===== src/inc/brc_pkg.sv =====
// Shared constants, field layout and state types for the board reset logic
package brc_pkg;

  // Board logic clock and derived timing
  localparam int CLK_HZ = 10_000_000;
  localparam int DEBOUNCE_US = 10_000;
  localparam int DEBOUNCE_CYC = DEBOUNCE_US * (CLK_HZ / 1_000_000);
  // Least hold of a board-driven reset, in processor clocks
  localparam int MIN_HOLD_CYC = 512;
  localparam int HOLD_W = 10;

  // Register byte offsets on the bus
  localparam logic [3:0] REG_CFG_NEXT = 4'h0;
  localparam logic [3:0] REG_CFG_ACT = 4'h4;
  localparam logic [3:0] REG_STATUS = 4'h8;

  // Configuration word field positions
  localparam int CFG_ARB_BIT = 0;
  localparam int CFG_IPREFIX_BIT = 1;
  localparam int CFG_BOOT_DIS_BIT = 2;
  localparam int CFG_BPS_LSB = 3;
  localparam int CFG_ISB_LSB = 5;
  localparam int CFG_DBG_PINS_LSB = 7;
  localparam int CFG_DBG_PORT_BIT = 9;
  localparam int CFG_EBDF_LSB = 10;
  // Internal arb, prefix at 0, boot on, 32-bit port, base at FF00000,
  // debug pins as PCMCIA B, debug port on JTAG, 1:1 bus ratio
  localparam logic [15:0] CFG_DEFAULT = 16'h0001 << CFG_DBG_PORT_BIT;

  // Status register bit positions
  localparam int STS_STATE_LSB = 0;
  localparam int STS_HARD_BIT = 2;
  localparam int STS_SOFT_BIT = 3;
  localparam int STS_POR_BIT = 4;
  localparam int STS_DIP_BIT = 5;
  localparam int STS_PROC_BIT = 6;

  // Positions in the pin synchroniser vector
  localparam int PIN_POR_N = 0;
  localparam int PIN_DIP = 1;
  localparam int PIN_PROC = 2;
  localparam int PIN_HARD_N = 3;
  localparam int PIN_SOFT_N = 4;
  localparam int PIN_W = 5;
  // Synchroniser contents after reset: power-on still seen active, so
  // the hard line stays driven until the real pin levels arrive
  localparam logic [PIN_W-1:0] PIN_IDLE = 5'h1c;

  // Clock-mode pin values during power-on reset
  localparam logic [1:0] MODCK_PLL5 = 2'h3;
  localparam logic [1:0] MODCK_PLL513 = 2'h0;

  typedef enum logic [1:0] {
    ST_IDLE = 2'h0,
    ST_SOFT = 2'h1,
    ST_HARD = 2'h3,
    ST_WAIT = 2'h2
  } brc_state_t;

  typedef struct packed {
    logic [PIN_W-1:0] s1;
    logic [PIN_W-1:0] s2;
    brc_state_t st;
    logic [HOLD_W-1:0] cnt;
    logic [15:0] cfg_next;
    logic [15:0] cfg_act;
    logic in_hard;
    logic ack;
    logic [31:0] rdat;
    logic od_lvl;
    logic hard_oe_n;
    logic soft_oe_n;
    logic irq_oe_n;
    logic [1:0] modck;
    logic modck_oe_n;
    logic conf_n;
    logic dat_oe_n;
    logic gate;
    logic clk_sel;
  } brc_regs_t;

  localparam brc_regs_t BRC_REGS_RST = '{
    s1: PIN_IDLE, s2: PIN_IDLE, st: ST_IDLE, cnt: '0,
    cfg_next: CFG_DEFAULT, cfg_act: CFG_DEFAULT,
    in_hard: 1'b1, ack: 1'b0, rdat: '0, od_lvl: 1'b0,
    hard_oe_n: 1'b0, soft_oe_n: 1'b1, irq_oe_n: 1'b1,
    modck: MODCK_PLL5, modck_oe_n: 1'b0, conf_n: 1'b0,
    dat_oe_n: 1'b0, gate: 1'b1, clk_sel: 1'b1};

endpackage : brc_pkg


===== src/core/brc_debounce.sv =====
// Push-button synchroniser and debouncer
module brc_debounce
  import brc_pkg::*;
#(
  parameter int CNT_MAX = DEBOUNCE_CYC
)(
  input wire logic ref_clk_in,
  input wire logic srst_in,
  input wire logic button_n_in,
  output logic pressed_out
);

  localparam int CW = $clog2(CNT_MAX + 1);

  typedef struct packed {
    logic s1;
    logic s2;
    logic pressed;
    logic [CW-1:0] cnt;
  } brc_deb_t;

  brc_deb_t r_q;
  brc_deb_t r_d;

  // Zero would accept every bounce as a press
  if (CNT_MAX < 1)
  begin : g_bad
    $error("brc_debounce: CNT_MAX must be at least 1");
  end

  // Level must stay differing for CNT_MAX cycles before it is taken
  always_comb
  begin
    r_d = r_q;
    r_d.s1 = !button_n_in;
    r_d.s2 = r_q.s1;
    if (r_q.s2 == r_q.pressed)
    begin
      r_d.cnt = '0;
    end
    else if (r_q.cnt == CW'(CNT_MAX - 1))
    begin
      r_d.pressed = r_q.s2;
      r_d.cnt = '0;
    end
    else
    begin
      r_d.cnt = r_q.cnt + 1'b1;
    end
  end

  // State register
  always_ff @(posedge ref_clk_in)
  begin
    if (srst_in)
    begin
      r_q <= '{s1: 1'b0, s2: 1'b0, pressed: 1'b0, cnt: '0};
    end
    else
    begin
      r_q <= r_d;
    end
  end

  assign pressed_out = r_q.pressed;

endmodule : brc_debounce


===== src/core/brc_top.sv =====
// Board reset, reset configuration, abort routing and clock steering
// How it works
// - Soft button alone drives soft reset line
// - Both buttons together drive hard reset line
// - Reset lines only pulled low, open drain
// - Power-on, 1:5 mode: clock-mode pins high
// - Power-on, 1:513 mode: clock-mode pins low
// - Config strobe asserted throughout every hard reset
// - Config word drives data bits during strobe
// - Defaults at power-on; writes apply next hard
// - Default: internal arb, prefix zero, boot, 32-bit
// - Default: base FF00000, PCMCIA B, JTAG debug
// - Abort button alone pulls interrupt line zero low
// - 1:513 mode gates clock, input held zero
// - Logic clock follows processor or debug clock
module brc_top
  import brc_pkg::*;
#(
  parameter int DEBOUNCE_CNT = DEBOUNCE_CYC
)(
  input wire logic ref_clk_in,
  input wire logic srst_in,
  // Classic Wishbone slave
  input wire logic wb_cyc_in,
  input wire logic wb_stb_in,
  input wire logic wb_we_in,
  input wire logic [3:0] wb_adr_in,
  input wire logic [3:0] wb_sel_in,
  input wire logic [31:0] wb_dat_in,
  output logic [31:0] wb_dat_out,
  output logic wb_ack_out,
  // Push-buttons, low while pressed
  input wire logic abort_button_n_in,
  input wire logic soft_reset_button_n_in,
  // Board pins
  input wire logic power_on_reset_line_n_in,
  input wire logic clock_select_dip_in,
  input wire logic processor_present_in,
  input wire logic hard_reset_line_n_in,
  output logic hard_reset_line_n_out,
  output logic hard_reset_line_oe_n_out,
  input wire logic soft_reset_line_n_in,
  output logic soft_reset_line_n_out,
  output logic soft_reset_line_oe_n_out,
  output logic interrupt_line_zero_n_out,
  output logic interrupt_line_zero_oe_n_out,
  output logic [1:0] clock_mode_select_out,
  output logic clock_mode_select_oe_n_out,
  output logic reset_config_strobe_n_out,
  output logic [15:0] config_data_out,
  output logic config_data_oe_n_out,
  output logic osc_gate_out,
  output logic logic_clk_sel_out
);

  brc_regs_t r_q;
  brc_regs_t r_d;
  logic abort_pressed;
  logic soft_pressed;
  logic both;
  logic por_on;
  logic hline_low;
  logic mode513;
  logic drive_hard;
  logic bus_req;

  // A hold counter too narrow would never reach the least hold time
  if (MIN_HOLD_CYC >= (1 << HOLD_W))
  begin : g_bad
    $error("brc_top: HOLD_W too small for MIN_HOLD_CYC");
  end

  // Button inputs pass synchroniser and debounce first
  brc_debounce #(
    .CNT_MAX(DEBOUNCE_CNT)
  ) u_abort_deb (
    .ref_clk_in(ref_clk_in),
    .srst_in(srst_in),
    .button_n_in(abort_button_n_in),
    .pressed_out(abort_pressed)
  );

  brc_debounce #(
    .CNT_MAX(DEBOUNCE_CNT)
  ) u_soft_deb (
    .ref_clk_in(ref_clk_in),
    .srst_in(srst_in),
    .button_n_in(soft_reset_button_n_in),
    .pressed_out(soft_pressed)
  );

  // Decoded views of the synchronised pins
  assign both = abort_pressed && soft_pressed;
  assign por_on = !r_q.s2[PIN_POR_N];
  assign hline_low = !r_q.s2[PIN_HARD_N];
  assign mode513 = r_q.s2[PIN_DIP];
  assign bus_req = wb_cyc_in && wb_stb_in && !r_q.ack;

  // Next-state logic for the whole block
  always_comb
  begin
    r_d = r_q;
    drive_hard = 1'b0;
    // Two-stage synchroniser for every asynchronous pin
    r_d.s1[PIN_POR_N] = power_on_reset_line_n_in;
    r_d.s1[PIN_DIP] = clock_select_dip_in;
    r_d.s1[PIN_PROC] = processor_present_in;
    r_d.s1[PIN_HARD_N] = hard_reset_line_n_in;
    r_d.s1[PIN_SOFT_N] = soft_reset_line_n_in;
    r_d.s2 = r_q.s1;

    // Button sequencer; the hold counter saturates
    if (r_q.cnt != '1)
    begin
      r_d.cnt = r_q.cnt + 1'b1;
    end
    case (r_q.st)
      ST_IDLE:
      begin
        if (both)
        begin
          r_d.st = ST_HARD;
          r_d.cnt = '0;
        end
        else if (soft_pressed)
        begin
          r_d.st = ST_SOFT;
          r_d.cnt = '0;
        end
      end
      ST_SOFT:
      begin
        // A late abort press upgrades to a hard reset
        if (both)
        begin
          r_d.st = ST_HARD;
          r_d.cnt = '0;
        end
        else if (!soft_pressed && r_q.cnt >= HOLD_W'(MIN_HOLD_CYC - 1))
        begin
          r_d.st = ST_WAIT;
        end
      end
      ST_HARD:
      begin
        // Same least hold as the processor's own sources
        if (!both && r_q.cnt >= HOLD_W'(MIN_HOLD_CYC - 1))
        begin
          r_d.st = ST_WAIT;
        end
      end
      ST_WAIT:
      begin
        // No new action until both buttons are let go
        if (!abort_pressed && !soft_pressed)
        begin
          r_d.st = ST_IDLE;
        end
      end
      default:
      begin
        r_d.st = ST_IDLE;
      end
    endcase
    // Power-on overrides the buttons
    if (por_on)
    begin
      r_d.st = ST_IDLE;
      r_d.cnt = '0;
    end

    // Open-drain drives: level fixed low, only enables move
    r_d.od_lvl = 1'b0;
    drive_hard = por_on || (r_d.st == ST_HARD);
    r_d.hard_oe_n = !drive_hard;
    r_d.soft_oe_n = !(r_d.st == ST_SOFT);
    // Abort alone raises the interrupt, only while the sequencer is in ST_IDLE
    r_d.irq_oe_n = !(abort_pressed && !soft_pressed
                     && r_d.st == ST_IDLE);

    // Strobe covers board and processor hard resets alike
    r_d.in_hard = hline_low || drive_hard;
    r_d.conf_n = !r_d.in_hard;
    r_d.dat_oe_n = !r_d.in_hard;
    // Written word becomes active as a hard reset begins
    if (r_d.in_hard && !r_q.in_hard)
    begin
      r_d.cfg_act = r_q.cfg_next;
    end

    // Clock-mode pins follow the switch during power-on
    if (por_on)
    begin
      r_d.modck = mode513 ? MODCK_PLL513 : MODCK_PLL5;
      r_d.modck_oe_n = 1'b0;
    end
    else if (!r_d.in_hard)
    begin
      // Held on through the hard reset so they stay stable
      r_d.modck_oe_n = 1'b1;
    end

    // Oscillator cut off the clock input in crystal mode
    r_d.gate = !mode513;
    // Logic clock source: processor when fitted, else debug port
    r_d.clk_sel = r_q.s2[PIN_PROC];

    // Wishbone slave: one-cycle ack, unmapped reads zero
    r_d.ack = bus_req;
    r_d.rdat = '0;
    if (bus_req)
    begin
      case (wb_adr_in)
        REG_CFG_NEXT:
        begin
          r_d.rdat = {16'h0000, r_q.cfg_next};
          if (wb_we_in && wb_sel_in[0])
          begin
            r_d.cfg_next[7:0] = wb_dat_in[7:0];
          end
          if (wb_we_in && wb_sel_in[1])
          begin
            r_d.cfg_next[15:8] = wb_dat_in[15:8];
          end
        end
        REG_CFG_ACT:
        begin
          r_d.rdat = {16'h0000, r_q.cfg_act};
        end
        REG_STATUS:
        begin
          r_d.rdat[STS_STATE_LSB +: 2] = r_q.st;
          r_d.rdat[STS_HARD_BIT] = hline_low;
          r_d.rdat[STS_SOFT_BIT] = !r_q.s2[PIN_SOFT_N];
          r_d.rdat[STS_POR_BIT] = por_on;
          r_d.rdat[STS_DIP_BIT] = mode513;
          r_d.rdat[STS_PROC_BIT] = r_q.s2[PIN_PROC];
        end
        default:
        begin
          r_d.rdat = '0;
        end
      endcase
    end

    // Power-on reloads defaults, beating any write
    if (por_on)
    begin
      r_d.cfg_next = CFG_DEFAULT;
      r_d.cfg_act = CFG_DEFAULT;
    end
  end

  // State register
  always_ff @(posedge ref_clk_in)
  begin
    if (srst_in)
    begin
      r_q <= BRC_REGS_RST;
    end
    else
    begin
      r_q <= r_d;
    end
  end

  // Outputs straight from the state register
  assign wb_dat_out = r_q.rdat;
  assign wb_ack_out = r_q.ack;
  assign hard_reset_line_n_out = r_q.od_lvl;
  assign hard_reset_line_oe_n_out = r_q.hard_oe_n;
  assign soft_reset_line_n_out = r_q.od_lvl;
  assign soft_reset_line_oe_n_out = r_q.soft_oe_n;
  assign interrupt_line_zero_n_out = r_q.od_lvl;
  assign interrupt_line_zero_oe_n_out = r_q.irq_oe_n;
  assign clock_mode_select_out = r_q.modck;
  assign clock_mode_select_oe_n_out = r_q.modck_oe_n;
  assign reset_config_strobe_n_out = r_q.conf_n;
  assign config_data_out = r_q.cfg_act;
  assign config_data_oe_n_out = r_q.dat_oe_n;
  assign osc_gate_out = r_q.gate;
  assign logic_clk_sel_out = r_q.clk_sel;

  // Soft button alone starts a soft reset next edge
  chk_soft_alone: assert property (@(posedge ref_clk_in) disable iff (srst_in)
    (r_q.st == ST_IDLE && soft_pressed && !abort_pressed && !por_on)
    |=> !soft_reset_line_oe_n_out && hard_reset_line_oe_n_out)
    else $error("soft button did not start soft reset");

  // Both buttons start a hard reset next edge
  chk_hard_both: assert property (@(posedge ref_clk_in) disable iff (srst_in)
    (r_q.st != ST_WAIT && both)
    |=> !hard_reset_line_oe_n_out && soft_reset_line_oe_n_out)
    else $error("button pair did not start hard reset");

  // Driven level is always low on the open-drain reset lines
  chk_od_level: assert property (@(posedge ref_clk_in) disable iff (srst_in)
    !hard_reset_line_oe_n_out || !soft_reset_line_oe_n_out
    |-> !hard_reset_line_n_out && !soft_reset_line_n_out)
    else $error("open-drain pin driven high");

  // Board hard reset is held at least eight cycles once begun
  chk_hard_hold: assert property (@(posedge ref_clk_in) disable iff (srst_in)
    $fell(hard_reset_line_oe_n_out) && !por_on
    |-> !hard_reset_line_oe_n_out [*8])
    else $error("hard reset released too early");

  // Clock-mode pins match the switch during power-on
  chk_modck_por: assert property (@(posedge ref_clk_in) disable iff (srst_in)
    por_on ##1 por_on |-> !clock_mode_select_oe_n_out
    && clock_mode_select_out == ($past(mode513) ? MODCK_PLL513
                                 : MODCK_PLL5))
    else $error("clock-mode pins wrong during power-on");

  // Strobe follows the sensed hard reset line
  chk_strobe_hard: assert property (@(posedge ref_clk_in) disable iff (srst_in)
    hline_low |=> !reset_config_strobe_n_out && !config_data_oe_n_out)
    else $error("strobe missing during hard reset");

  // Active word moves only as a hard reset begins
  chk_cfg_stable: assert property (@(posedge ref_clk_in) disable iff (srst_in)
    !r_d.in_hard && !por_on |=> $stable(config_data_out))
    else $error("config word changed outside hard reset");

  // Power-on leaves the default word active
  chk_cfg_default: assert property (@(posedge ref_clk_in) disable iff (srst_in)
    por_on |=> config_data_out == CFG_DEFAULT)
    else $error("config default not loaded at power-on");

  // Abort alone pulls the interrupt line
  chk_abort_irq: assert property (@(posedge ref_clk_in) disable iff (srst_in)
    (r_q.st == ST_IDLE && abort_pressed && !soft_pressed && !por_on)
    |=> !interrupt_line_zero_oe_n_out)
    else $error("abort did not raise interrupt");

  // Crystal mode gates the oscillator next edge
  chk_osc_gate: assert property (@(posedge ref_clk_in) disable iff (srst_in)
    mode513 |=> !osc_gate_out)
    else $error("oscillator not gated in crystal mode");

endmodule : brc_top


===== config.mk =====
export PLATFORM = sky130hd
export DESIGN_NAME = brc_top
export DESIGN_NICKNAME = d
export VERILOG_FILES = /design/src/inc/brc_pkg.sv /design/src/core/brc_debounce.sv /design/src/core/brc_top.sv
export SDC_FILE = /design/constraint.sdc
export NUM_CORES = 1
export LEC_CHECK = 0
export ABC_CLOCK_PERIOD_IN_PS = 3300
export BUFFER_PORTS_ARGS = -buffer_cell sky130_fd_sc_hd__buf_2
export CAP_MARGIN = 30
export CORE_ASPECT_RATIO = 2
export CORE_UTILIZATION = 32
export CTS_BUF_LIST = sky130_fd_sc_hd__clkbuf_16
export DETAILED_ROUTE_END_ITERATION = 12
export GPL_TIMING_DRIVEN = 1
export PLACE_DENSITY = 0.56
export SYNTH_ARGS = -nofsm -noshare
export SYNTH_HDL_FRONTEND = slang
export SYNTH_HIERARCHICAL = 1
export SYNTH_SLANG_ARGS = --single-unit

===== constraint.sdc =====
create_clock -name ref_clk_in -period 3.3 [get_ports ref_clk_in]
set_input_delay 0.825 -clock ref_clk_in [delete_from_list [all_inputs] [get_ports ref_clk_in]]
set_output_delay 0.825 -clock ref_clk_in [all_outputs]
set_load 0.005 [all_outputs]

==> flow_summary.toml <==
[synth]
synth.cell_area_um2 = 5550
synth_top_flop_cell = "dfxtp_1"
synth_seq_cells = 120
seq_area_frac_synth_pct = 43.3
yosys_warnings = 6
synth_edf_count = 0
avgSynthCellArea_um2 = 9.40
async_reset_ff_share_pct = 0
synth_cell_types = 62
postSynthCellCount = 590

[sta]
finalSetupViolCount = 0
tightest_slew_ns = 0.897
slew_violations = 0
hold_violations = 0
post-route-period-util_pct = 66.4
rsz0062_at_grt = "no"
worst_hold_slack_ns = 0.410
fmaxAchievable_ghz = 0.456
min_period_ns = 2.19
fin_skew_ns = 0.0119
tns_ns = 0
relSlewSlack_pct = 40.0

[clock_tree]
clockBufferDepth = 2
cts_made_buffers = 17
cts_max_level = 4
cts_tree = "done"
clk_pin_slew_ns = 0.06
clock-sinks = 120
post_cts_buffers = 0
cts_hold_buf = 0
cts_resized = 0
root_buffer = "clkbuf_16"
insertion_delay_ns = 0.42

[setup_path]
cp_cell_sequence = "ha_1 -> and4_1 -> a211o_1 -> nand3b_1 -> a211o_1"
cp.required_ns = 3.60
r2r_end = "interrupt_line_zero_oe_n_out$_SDFF_PP1_"
r2r_cells = 5
cp-start-kind = "flip-flop"
r2r_slack_ns = 1.11
arrival_ns = 2.49
worstPathMaxFanout = 17
startpoint = "r_q[77]$_SDFF_PP0_"
end_kind = "flip-flop"
critical_path_class = "flip-flop to flip-flop"
crit_path_top_delay_cell = "a211o_1"
crit_path_frequent_cell = "a211o_1"
worstSetupEndpoint = "interrupt_line_zero_oe_n_out$_SDFF_PP1_"
critPathMaxStageDelay_ns = 0.63
r2r_start = "r_q[77]$_SDFF_PP0_"

[floorplan]
die_h_um = 188
num_io_pins = 114
start_util_pct = 32.9
die_area_um2 = 17900
die_w_um = 95.1
core_area_um2 = 16800
num_rows = 67

[power]
combinationalPowerShare_pct = 2.6
netSwitchingFraction_pct = 21.8
ir_worst_vdd_v = 0.000289
intPower_w = 0.00268
power.share.clock_pct = 54.5
seq_power_share_pct = 42.9
power_switching_w = 0.000747
power_leakage_nw = 2.54
power.density_nw_per_um2 = 540

[route]
routed_wl_um = 13200
drt_first_iter_violations = 226
wl_per_cell_um = 15.5
vias_per_cell = 5.22
vias = 4419
ant_nets = 0
firstDrtPassIters = 5
drcViolationCount = 0

[placement]
portBuffers = 76
gp_congestion = 0.816
placed_cells = 815
dp_hpwl_um = 9430

[grt]
grt_pass1_vias = 4278
antenna_found_initial = 0
grt_max_degree = 35
grt_use_total_pct = 15.4
grt_pass1_wl_um = 21000
grt_overflow_total = 0

[layout]
nNetsFinal = 682
layoutNonFillerInstCount = 847
final_cell_mix = "dfxtp_1, nor2_1, buf_2"
antennaDiodeCount = 0
final_common_cell = "dfxtp_1"
final_layout_size_suffix_gt1_share_pct = 22.3
syn2layout_area_growth_pct = 14.6

[status]
status = "complete, no violations"

[min_path]
hp-class = "flip-flop to flip-flop"
min_path_cells = 1
hold_start = "r_d[91]$_SDFF_PP1_"

[run]
drv_cap = 0
## metal layers
layer / vias up / share of wire (%) / global-route usage (%)
li1: 2148 / - / -
met1: 2083 / 39 / 16.0
met2: 157 / 53 / 27.6
met3: 31 / 4.8 / 4.26
met4: 0 / 3.2 / 7.46
met5: - / 0 / 0
## layout make-up
type	instances	area [um^2]
clock buffer	17	425
clock inverter	15	179
fill	1703	10500
inverter	8	30.0
multi-input combinational	395	2610
sequential	120	2400
tap	207	259
timing repair buffer	85	448
## flip-flops by register name (all words and copies together) (netlist names), 6 cells and up
name	count
r_q	32
config_data_out	16
u_soft_deb/r_q	18
u_abort_deb/r_q	18
r_d	6
wb_dat_out	16
## power groups by stage
stage,clock (W),combinational [W],sequential (W)
6_report,0.00187,0.0000886,0.00147
5_1_grt,0.00197,0.0000988,0.00147
4_1_cts,0.00191,0.0000895,0.00147
3_5_place_dp,0,0.0000891,0.00150
3_3_place_gp,0,0.0000880,0.00150
2_1_floorplan,0,0.0000628,0.00150
## kinds of logic after synthesis
family	share of synthesized area, %
and+or+nand+nor	24.0
DFF	43.3
buffers and inverters	10.9
AOI/OAI and AO/OA	12.7
xor gates and xnor gates	4.90
muxes	3.43
adders and majority gates	0.677
other	0.0676
## worst min-delay path by stage
stage / end / slack [ns]
finish: r_d[0]$_SDFF_PP1_ / 0.41
global route: r_q[93]$_SDFF_PP1_ / 0.45
CTS: r_d[0]$_SDFF_PP1_ / 0.41
detailed placement: r_d[0]$_SDFF_PP1_ / 0.40
global placement: r_d[0]$_SDFF_PP1_ / 0.40
floorplan: osc_gate_out$_SDFF_PP1_ / 0.38
## per-stage QoR
stage | power [W] | setup slack (ns) | area (um^2) | utilization, %
after floorplan | 0.00156 | 1.33 | 5610 | -
after global placement | 0.00159 | 0.826 | 5750 | 34.1
after detailed placement | 0.00159 | 0.817 | 5750 | 34.1
after CTS | 0.00347 | 1.09 | 6350 | 37.7
after global routing | 0.00354 | 0.985 | 6350 | 37.7
final | 0.00343 | 1.11 | 6350 | 37.7
## critical path: cells and delay by family (launching register included)
family	cells	cell delay [ns]
AO/OA/AOI/OAI	2	0.94
adder cells (fa/ha/maj)	1	0.23
flip-flops	1	0.38
AND/OR/NAND/NOR	2	0.52
## Yosys cell counts (3+ instances only)
cell       number  area share [%]
buf_2          11            0.99
nand2_1        19             1.3
xor2_1         16             2.5
nor3_1          6            0.54
clkbuf_1       13            0.88
a211oi_1        3            0.41
and3_1         18             2.0
nand2b_1        8            0.90
o2111ai_1      15             2.4
a311oi_1        3            0.47
buf_4          58             7.9
a21oi_1         7            0.63
or2_2           7            0.79
or3_1           3            0.34
ha_1            3            0.68
a22oi_1         9             1.2
nand3_1        45             4.1
dfxtp_1       120              43
and4_1          8             1.3
nor2_1         80             5.4
xnor2_1        15             2.4
a222oi_1        7             1.3
nor4bb_1        4            0.72
nor2b_1         9             1.0
mux2i_1        19             3.4
nor3_2          3            0.54
nand4_1         6            0.68
a32oi_1        15             2.4
a211o_1         3            0.47
buf_6           3            0.61
inv_1           8            0.54
nor4b_1         5            0.79
o21ai_0         3            0.27
Power figures use the tool's default switching activity.
